--- src/fwd_cfg_pkg.sv ---
package fwd_cfg_pkg;

  // ==========================================================================
  // Register offsets
  localparam logic [7:0] DP_CTRL2_ADDR = 8'h28;
  localparam logic [7:0] AUD_CTRL_ADDR = 8'h2B;
  localparam logic [7:0] PCLK_TEST_ADDR = 8'h2E;

  // ==========================================================================
  // Field positions in the datapath control register
  localparam int DP_OVERRIDE_BIT = 7;
  localparam int DP_VIDEO_OFF_BIT = 5;
  localparam int DP_DUAL_LINK_BIT = 4;
  localparam int DP_ALT_AUDIO_BIT = 3;
  localparam int DP_AUDIO_OFF_BIT = 2;
  localparam int DP_SYNC_IN_BIT = 1;
  localparam int DP_SURROUND_BIT = 0;

  // ==========================================================================
  // Field positions and write mask in the audio control register
  localparam int AUD_OVERRUN_BIT = 3;
  localparam int AUD_UNDERRUN_BIT = 2;
  localparam int AUD_ERR_CLR_BIT = 1;
  localparam int AUD_RISE_EDGE_BIT = 0;
  localparam logic [7:0] AUD_WRITE_MASK = 8'hF3;

  // ==========================================================================
  // Field positions in the pixel clock test register
  localparam int PCLK_EXT_SEL_BIT = 7;

  // ==========================================================================
  // Reset values and the datapath local write mask
  localparam logic [7:0] DP_CTRL2_RESET = 8'h00;
  localparam logic [7:0] AUD_CTRL_RESET = 8'h00;
  localparam logic [7:0] PCLK_TEST_RESET = 8'h00;
  localparam logic [7:0] DP_LOCAL_MASK = 8'hEF;

  // ==========================================================================
  // Local register access, forward-channel load and configuration outputs
  typedef struct packed {
    logic wr_en;
    logic rd_en;
    logic [7:0] addr;
    logic [7:0] wdata;
  } reg_req_t;

  typedef struct packed {
    logic load;
    logic [7:0] cfg;
  } fwd_load_t;

  typedef struct packed {
    logic alt_audio_en;
    logic audio_off;
    logic sync_in_stream_en;
    logic surround_en;
    logic rise_edge_strobe;
    logic test_clock_sel;
  } dp_cfg_t;

endpackage : fwd_cfg_pkg

--- src/forward_config_audio_status_regs.sv ---
`timescale 1ns/1ps

// Notes on behaviour
// - Override bit set blocks forward-channel loading of all bits but dual-link; local writes stay intact.
// - Video-off flag reads 1 when no active video; control stays operational.
// - While override set, video-off flag holds and ignores forward updates.
// - Dual-link flag is read-only, always loaded from the forward channel.
// - Alternate audio bit drives extra audio output on the two GPIOs.
// - Sync-in-stream bit means forward channel carries 28-bit video with syncs.
// - Surround bit enables surround audio output and is remotely loadable.
// - Receive FIFO overrun is reported in read-only audio bit 3.
// - Receive FIFO underrun is reported in read-only audio bit 2.
// - Writing 1 to the error reset bit clears both FIFO error flags.
// - Edge select 1 strobes data on rising edge, 0 on falling.
// - Pixel clock test bit 7 selects the test clock input pin.
// - With lock mode 0, lock asserts only while video-off flag is 0.
module forward_config_audio_status_regs
  import fwd_cfg_pkg::*;
(
  // Clock and reset
  input wire logic clock_in,
  input wire logic sys_rst_in,
  // Local register port
  input wire reg_req_t reg_req_in,
  output logic [7:0] rd_data_out,
  output logic rd_valid_out,
  // Forward channel configuration load
  input wire fwd_load_t fwd_load_in,
  // Link status and lock mode
  input wire logic link_up_in,
  input wire logic lock_mode_in,
  // Audio receive FIFO events
  input wire logic fifo_overrun_in,
  input wire logic fifo_underrun_in,
  // Audio data and word clock for the alternate output
  input wire logic audio_data_in,
  input wire logic audio_word_clk_in,
  // Test clock pin level, used only as a select indication
  input wire logic test_clock_input_in,
  // Configuration outputs
  output dp_cfg_t cfg_out,
  output logic video_off_out,
  output logic dual_link_out,
  output logic rx_lock_out,
  // Alternate audio pins, GPIO1 word clock and GPIO0 data
  output logic gpio0_out,
  output logic gpio0_oe_out,
  output logic gpio1_out,
  output logic gpio1_oe_out,
  output logic test_clock_level_out
);

  // ==========================================================================
  // Register state
  logic [7:0] dp_ctrl_ff;
  logic [7:0] aud_ctrl_ff;
  logic [7:0] pclk_test_ff;
  logic [7:0] rd_data_ff;
  logic rd_valid_ff;
  dp_cfg_t cfg_ff;
  logic video_off_ff;
  logic dual_link_ff;
  logic rx_lock_ff;
  logic gpio0_ff;
  logic gpio0_oe_ff;
  logic gpio1_ff;
  logic gpio1_oe_ff;
  logic [1:0] test_clk_sync_ff;
  logic [1:0] link_sync_ff;
  logic [1:0] data_sync_ff;
  logic [1:0] wclk_sync_ff;
  logic test_clock_level_ff;

  logic [7:0] nxt_dp_ctrl;
  logic [7:0] nxt_aud_ctrl;
  logic [7:0] nxt_pclk_test;
  logic [7:0] nxt_rd_data;
  logic nxt_rx_lock;
  logic overrun_flag;
  logic underrun_flag;

  // ==========================================================================
  // Decode
  wire wr_dp = reg_req_in.wr_en && (reg_req_in.addr == DP_CTRL2_ADDR);
  wire wr_aud = reg_req_in.wr_en && (reg_req_in.addr == AUD_CTRL_ADDR);
  wire wr_pclk = reg_req_in.wr_en && (reg_req_in.addr == PCLK_TEST_ADDR);
  wire override_remote_config = dp_ctrl_ff[DP_OVERRIDE_BIT];
  wire fwd_take = fwd_load_in.load && !override_remote_config;
  wire err_clear = wr_aud && reg_req_in.wdata[AUD_ERR_CLR_BIT];

  // Datapath register: a local write changes only the writable bits. The
  // dual-link flag is always taken from the forward channel, even under override.
  always_comb
  begin
    nxt_dp_ctrl = dp_ctrl_ff;
    if (wr_dp)
    begin
      nxt_dp_ctrl = (reg_req_in.wdata & DP_LOCAL_MASK) | (dp_ctrl_ff & ~DP_LOCAL_MASK);
    end
    if (fwd_take)
    begin
      nxt_dp_ctrl[DP_VIDEO_OFF_BIT:0] = fwd_load_in.cfg[DP_VIDEO_OFF_BIT:0];
    end
    if (fwd_load_in.load)
    begin
      nxt_dp_ctrl[DP_DUAL_LINK_BIT] = fwd_load_in.cfg[DP_DUAL_LINK_BIT];
    end
  end

  // Status bits are not stored here; they come from the sticky flag module.
  assign nxt_aud_ctrl = wr_aud ? (reg_req_in.wdata & AUD_WRITE_MASK) : aud_ctrl_ff;
  assign nxt_pclk_test = wr_pclk ? reg_req_in.wdata : pclk_test_ff;

  always_comb
  begin
    nxt_rd_data = 8'h00;
    case (reg_req_in.addr)
      DP_CTRL2_ADDR: nxt_rd_data = dp_ctrl_ff;
      AUD_CTRL_ADDR:
      begin
        nxt_rd_data = aud_ctrl_ff;
        nxt_rd_data[AUD_OVERRUN_BIT] = overrun_flag;
        nxt_rd_data[AUD_UNDERRUN_BIT] = underrun_flag;
      end
      PCLK_TEST_ADDR: nxt_rd_data = pclk_test_ff;
      default: nxt_rd_data = 8'h00;
    endcase
  end

  // Lock mode 1 accepts any link; mode 0 also needs active video.
  assign nxt_rx_lock = link_sync_ff[1] && (lock_mode_in || !dp_ctrl_ff[DP_VIDEO_OFF_BIT]);

  // ==========================================================================
  // Sticky FIFO error flags
  audio_err_flags u_err_flags (
    .clock_in(clock_in),
    .sys_rst_in(sys_rst_in),
    .overrun_in(fifo_overrun_in),
    .underrun_in(fifo_underrun_in),
    .clear_in(err_clear),
    .overrun_out(overrun_flag),
    .underrun_out(underrun_flag)
  );

  // ==========================================================================
  // Registers
  always_ff @(posedge clock_in)
  begin
    if (sys_rst_in)
    begin
      dp_ctrl_ff <= DP_CTRL2_RESET;
      aud_ctrl_ff <= AUD_CTRL_RESET;
      pclk_test_ff <= PCLK_TEST_RESET;
      rd_data_ff <= 8'h00;
      rd_valid_ff <= 1'b0;
    end
    else
    begin
      dp_ctrl_ff <= nxt_dp_ctrl;
      aud_ctrl_ff <= nxt_aud_ctrl;
      pclk_test_ff <= nxt_pclk_test;
      rd_data_ff <= nxt_rd_data;
      rd_valid_ff <= reg_req_in.rd_en;
    end
  end

  // Pin inputs pass two flip-flops before use.
  always_ff @(posedge clock_in)
  begin
    if (sys_rst_in)
    begin
      test_clk_sync_ff <= 2'h0;
      link_sync_ff <= 2'h0;
      data_sync_ff <= 2'h0;
      wclk_sync_ff <= 2'h0;
    end
    else
    begin
      test_clk_sync_ff <= {test_clk_sync_ff[0], test_clock_input_in};
      link_sync_ff <= {link_sync_ff[0], link_up_in};
      data_sync_ff <= {data_sync_ff[0], audio_data_in};
      wclk_sync_ff <= {wclk_sync_ff[0], audio_word_clk_in};
    end
  end

  always_ff @(posedge clock_in)
  begin
    if (sys_rst_in)
    begin
      cfg_ff <= '0;
      video_off_ff <= 1'b0;
      dual_link_ff <= 1'b0;
      rx_lock_ff <= 1'b0;
      gpio0_ff <= 1'b0;
      gpio0_oe_ff <= 1'b0;
      gpio1_ff <= 1'b0;
      gpio1_oe_ff <= 1'b0;
      test_clock_level_ff <= 1'b0;
    end
    else
    begin
      cfg_ff.alt_audio_en <= dp_ctrl_ff[DP_ALT_AUDIO_BIT];
      cfg_ff.audio_off <= dp_ctrl_ff[DP_AUDIO_OFF_BIT];
      cfg_ff.sync_in_stream_en <= dp_ctrl_ff[DP_SYNC_IN_BIT];
      cfg_ff.surround_en <= dp_ctrl_ff[DP_SURROUND_BIT];
      cfg_ff.rise_edge_strobe <= aud_ctrl_ff[AUD_RISE_EDGE_BIT];
      cfg_ff.test_clock_sel <= pclk_test_ff[PCLK_EXT_SEL_BIT];
      video_off_ff <= dp_ctrl_ff[DP_VIDEO_OFF_BIT];
      dual_link_ff <= dp_ctrl_ff[DP_DUAL_LINK_BIT];
      rx_lock_ff <= nxt_rx_lock;
      gpio0_oe_ff <= dp_ctrl_ff[DP_ALT_AUDIO_BIT];
      gpio1_oe_ff <= dp_ctrl_ff[DP_ALT_AUDIO_BIT];
      gpio0_ff <= dp_ctrl_ff[DP_ALT_AUDIO_BIT] & data_sync_ff[1];
      gpio1_ff <= dp_ctrl_ff[DP_ALT_AUDIO_BIT] & wclk_sync_ff[1];
      test_clock_level_ff <= pclk_test_ff[PCLK_EXT_SEL_BIT] & test_clk_sync_ff[1];
    end
  end

  assign rd_data_out = rd_data_ff;
  assign rd_valid_out = rd_valid_ff;
  assign cfg_out = cfg_ff;
  assign video_off_out = video_off_ff;
  assign dual_link_out = dual_link_ff;
  assign rx_lock_out = rx_lock_ff;
  assign gpio0_out = gpio0_ff;
  assign gpio0_oe_out = gpio0_oe_ff;
  assign gpio1_out = gpio1_ff;
  assign gpio1_oe_out = gpio1_oe_ff;
  assign test_clock_level_out = test_clock_level_ff;
endmodule : forward_config_audio_status_regs

--- src/audio_err_flags.sv ---
`timescale 1ns/1ps

module audio_err_flags
  import fwd_cfg_pkg::*;
(
  // Clock and reset
  input wire logic clock_in,
  input wire logic sys_rst_in,
  // Events and clear
  input wire logic overrun_in,
  input wire logic underrun_in,
  input wire logic clear_in,
  // Sticky flags
  output logic overrun_out,
  output logic underrun_out
);

  logic overrun_ff;
  logic underrun_ff;
  logic nxt_overrun;
  logic nxt_underrun;

  // A new event beats a simultaneous clear so that it is never lost.
  assign nxt_overrun = overrun_in | (overrun_ff & ~clear_in);
  assign nxt_underrun = underrun_in | (underrun_ff & ~clear_in);

  always_ff @(posedge clock_in)
  begin
    if (sys_rst_in)
    begin
      overrun_ff <= 1'b0;
      underrun_ff <= 1'b0;
    end
    else
    begin
      overrun_ff <= nxt_overrun;
      underrun_ff <= nxt_underrun;
    end
  end

  assign overrun_out = overrun_ff;
  assign underrun_out = underrun_ff;
endmodule : audio_err_flags

--- config.mk ---
export PLATFORM = sky130hd
export DESIGN_NAME = forward_config_audio_status_regs
export DESIGN_NICKNAME = d
export VERILOG_FILES = /design/src/fwd_cfg_pkg.sv /design/src/forward_config_audio_status_regs.sv /design/src/audio_err_flags.sv
export SDC_FILE = /design/constraint.sdc
export NUM_CORES = 1
export LEC_CHECK = 0
export BUFFER_PORTS_ARGS = -buffer_cell sky130_fd_sc_hd__buf_2
export CORE_MARGIN = 4
export CORE_UTILIZATION = 35
export DETAILED_ROUTE_END_ITERATION = 8
export MAX_ROUTING_LAYER = met4
export PLACE_DENSITY = 0.64
export SYNTH_ARGS = -nofsm -noshare
export SYNTH_HDL_FRONTEND = slang
export SYNTH_SLANG_ARGS = --single-unit
--- constraint.sdc ---
create_clock -name clock_in -period 2 [get_ports clock_in]
set_clock_uncertainty 0.15 [all_clocks]
set_input_delay 0.1 -clock clock_in [delete_from_list [all_inputs] [get_ports clock_in]]
set_output_delay 0.1 -clock clock_in [all_outputs]
set_load 0.02 [all_outputs]
# Yosys cells after proc, flatten, opt, wreduce, memory -nomap -nowiden
# Cells that the tools add are included.
dict set report word_totals {
  reg_bits 53
  output_inout_bits 23
}
dict set report op_classes {
  eq_ne 3
  n_mux 4
  n_bitwise 9
  n_reduce_logical 11
}
# operator count
set ops {}
lappend ops {{8-bit by 6-bit == test with 1-bit output (second input constant)} 3}
lappend ops {{8-bit case mux with 3 select lines} 1}
lappend ops {{6-bit 2-to-1 mux} 2}
lappend ops {{8-bit by 5-bit OR with 8-bit output} 1}
lappend ops {{1-bit logical AND} 6}
lappend ops {{1-bit AND} 5}
lappend ops {{3-bit nonzero test} 1}
lappend ops {{1-bit zero test} 2}
lappend ops {{1-bit OR} 2}
lappend ops {{2-bit nonzero test} 1}
lappend ops {{1-bit logical OR} 1}
lappend ops {{1-bit 2-to-1 mux} 1}
lappend ops {{1-bit inverter} 1}

# Logic depth before layout (Yosys ltp)
dict set report depth {
  depth_word 6
  mapped_depth 5
  depth_no_buf 3
}

# Cells and area by module
# Synthesis repeated with hierarchy kept, for this count alone.
dict set report hier_totals {
  hier_cells 239
  area_unflattened_um2 2255.9
}
# mod instances cells_per_inst area_each_um2
set by_module_without_submodules {}
lappend by_module_without_submodules {forward_config_audio_status_regs 1 231 2185.8}
lappend by_module_without_submodules {audio_err_flags 1 8 70.1}

# Least setup slack after synthesis
# OpenSTA, ideal clock, no wires.
dict set report synth_timing {
  path_type {input to register}
  start {input port reg_req_in[8] (netlist name)}
  end {register pclk_test_ff[7]}
  arrival_ns 1.292
  t_required_ns 1.727
  slack_ns 0.434
  path_stages 5
  n_path_buf 2
  cell_sequence {buf_2 > nor4b_4 > and3_1 > buf_4 > mux2_1}
}
dict set report synth_between {
  elab_chain_len 2
}
# element line_no
set synth_lines {}
lappend synth_lines {{start: declaration} forward_config_audio_status_regs.sv:24} ;# input wire reg_req_t reg_req_in,
lappend synth_lines {{8-bit by 6-bit == test with 1-bit output} forward_config_audio_status_regs.sv:86} ;# wire wr_pclk = reg_req_in.wr_en && (reg_req_in.addr == PCLK_TEST_ADDR);
lappend synth_lines {{1-bit logical AND} forward_config_audio_status_regs.sv:86}
lappend synth_lines {{end signal: assignment} forward_config_audio_status_regs.sv:161} ;# pclk_test_ff <= nxt_pclk_test;
lappend synth_lines {{end: declaration} forward_config_audio_status_regs.sv:57} ;# logic [7:0] pclk_test_ff;
# No other way between the ends.
# A chain may end at the register's enable or synchronous reset.

# Final worst setup path
dict set report layout_timing {
  start {input port reg_req_in[12] (netlist name)}
  end {register u_err_flags.underrun_ff, in the netlist u_err_flags.underrun_out}
}
dict set report layout_between {
  elab_chain_len 6
}
# element line_no
set layout_lines {}
lappend layout_lines {{8-bit by 6-bit == test with 1-bit output} forward_config_audio_status_regs.sv:85} ;# wire wr_aud = reg_req_in.wr_en && (reg_req_in.addr == AUD_CTRL_ADDR);
lappend layout_lines {{1-bit logical AND} forward_config_audio_status_regs.sv:85}
lappend layout_lines {{1-bit logical AND} forward_config_audio_status_regs.sv:89} ;# wire err_clear = wr_aud && reg_req_in.wdata[AUD_ERR_CLR_BIT];
lappend layout_lines {{1-bit inverter} audio_err_flags.sv:25} ;# assign nxt_underrun = underrun_in | (underrun_ff & ~clear_in);
lappend layout_lines {{1-bit AND} audio_err_flags.sv:25}
lappend layout_lines {{1-bit OR} audio_err_flags.sv:25}
lappend layout_lines {{end signal: assignment} audio_err_flags.sv:37} ;# underrun_ff <= nxt_underrun;
lappend layout_lines {{end: declaration} audio_err_flags.sv:19} ;# logic underrun_ff;
# No other way between the ends.

==> run metrics <==
status finished, final reports clean; syn_area_per_cell 9.65 sq um; DRC 0; minimum clock period 1.81 ns; cell area after synthesis 2290 sq um; via/cell ratio 5.22; vias in the first global route 1875; antenna cells 0; Mapped Cells 237; main area contributors after synthesis dfxtp_1 (46%), nor2b_1 (5.7%), nand2b_1 (4.4%), a211oi_1 (4.3%), o31ai_1 (4.3%); top layer in use met4; post_cts resized 0; Total Power 2.08 mW; Slew headroom 63.1%; final setup violating endpoints 0; Critical Path Sink Type register; CP Max Fanout 14; Hold-fix buffers, CTS 27; Power Density 695 nW/um^2; effective utilization at floorplan 36.0%; Longest Clk Path Bufs 2; Netlist cell types 31; register area share after synthesis 46.4%; Max stage delay cell, worst path or4b_4; Post-synth top cells dfxtp_1 (53), nor2b_1 (21), nand2b_1 (16); CTS buffer count 5; critical path startpoint category input pin; Final GP Congestion 0.852; measured slew at the worst slew-check pin 0.554 ns; final period utilization 90.4%; Skew-Pair Late Insertion Delay 0.30 ns; Die H 88.8 microns; P&R area growth vs syn 31.0%; die width 88.8 microns; Worst Setup Path Type in -> reg; first drt pass iteration count 4; CORE AREA 6350 sq um; max cap viols 0; first-pass GRT wire length 8960 microns; most numerous cell in the Yosys netlist dfxtp_1; CP delay by family, top simple AND/OR/NAND/NOR gates; ys async rst share 0%; dpl hpwl 3880 microns; Routed WL 5560 microns; Antenna Nets Post-Route 0; die area 7890 sq um; fin worst setup slack 0.191 ns; clock root buffer master clkbuf_8; worst path bufs/invs 2; Worst Hold Class in -> reg; CP max stage delay 0.66 ns; final hold vios 0; H-tree lvl count 2; final core utilization 47.2%; RSZ-0062 raised after global routing no; WHS 0.0719 ns; Max Clock Freq 553 MHz; share of layout cells above drive strength 1 24.0%; Routed WL per cell 14.2 microns; most used flip-flop cell after synthesis dfxtp_1; area leader, netlist dfxtp_1; VDD IR max 0.328 mV; Max Slew Vio Count 0; clk slew on worst S/H paths 0.10 ns; Std-Cell Rows 29; largest net degree at the start of global routing 27; Synth Net Count 273; nets 348; Place WS 0.404 ns; CP Data Arrival Time 1.86 ns; postcts setup bufs 0; grt ovf 0; area fraction of the dominant cell type after synthesis 46.4%; IO Port Bufs 56; DRT iter0 DRCs 132; EDFF count, synth 0; leakage power 1.20 nW; chain of cells forming the critical path buf_2 > or4b_4 > nor3_1 > a311oi_1 > dlygate4sd3_1; global-route usage over all layers 15.0%; Seq cells post-synth 53; Ys Warns 0; initial antenna violation count 0; CTS tree yes; wl on met1 2590 microns; final total negative setup slack 0 ns; WL met2 2520 microns; Critical Path RT 2.05 ns; # IOs 59; metal3 WL 369 microns; Via Count 2035; clock sink count 53
[metal layers]
metal  track usage, %  up-vias
li1                 -     1004
met1             19.5      956
met2             23.9       67
met3             2.79        8
met4             4.26        0
met5                -        -
[registers in the layout, indices dropped and copies added, names as in the netlist, 2 cells and up]
register	flops
dp_ctrl_ff	8
pclk_test_ff	8
rd_data_out	8
aud_ctrl_ff	6
cfg_out	5
data_sync_ff	2
link_sync_ff	2
test_clk_sync_ff	2
wclk_sync_ff	2
[where the power goes]
group,total [mW],internal [mW],switching [mW],leakage (nW)
Clock,0.747,0.408,0.338,0.0585
Sequential,1.09,1.08,0.0111,0.432
Combinational,0.242,0.116,0.126,0.712
Total,2.08,1.60,0.476,1.20
[per-stage QoR]
step	cells	instance area, sq um
finish	390	2990
global route	390	2990
CTS	390	2990
detailed placement	355	2610
global placement	355	2610
floorplan	237	2290
[cell families (layout without fill, tap and decap cells)]
kind of cell | Yosys count | in the layout | share of synthesized area (%)
compound gates | 50 | 50 | 15.8
mux | 9 | 9 | 4.00
flops | 53 | 53 | 46.4
simple gates | 99 | 99 | 28.0
buf+inv | 25 | 101 | 5.36
xor+xnor | 1 | 1 | 0.383
[final timing paths]
path / depth (start not counted) / start / slack [ns] / endpoint
max reg2reg: 3 / u_err_flags.underrun_out / 0.56 / u_err_flags.underrun_out
min: 3 / reg_req_in[11] / 0.07 / rd_data_out[4]
max: 5 / reg_req_in[12] / 0.19 / u_err_flags.underrun_out
min reg2reg: 1 / data_sync_ff[1] / 0.29 / gpio0_out
[cells in the final DEF, fill, tap and decap left out, types with 2 or more instances in the layout]
cell,count
buf_2,56
dfxtp_1,53
dlygate4sd3_1,27
nor2b_1,21
nand2b_1,16
o31ai_1,13
a211oi_1,13
and3_1,10
nor3b_1,10
nand3_1,9
a21oi_1,9
nor2_1,9
nand4_1,8
and2_1,8
mux2i_1,8
o211ai_1,8
buf_4,8
clkbuf_8,6
a41oi_1,5
nor3_1,2
inv_1,2
a311oi_1,2
[worst reg2reg max path, stage by stage (launching register included)]
cell and delay (ns):
dfxtp_1 0.36, nor2_1 0.05, a311oi_1 0.24, dlygate4sd3_1 0.59
[layout make-up]
type                    count  area [sq um]
clock buffers               7          86.3
clock inverters             1          30.0
fillers                   592          3360
flip-flops and latches     53          1060
inverters                   2          7.51
multi-input cells         159          1100
well taps                  77          96.3
repair buffers             91           611
Note: power is estimated with default switching activity, not from simulation.
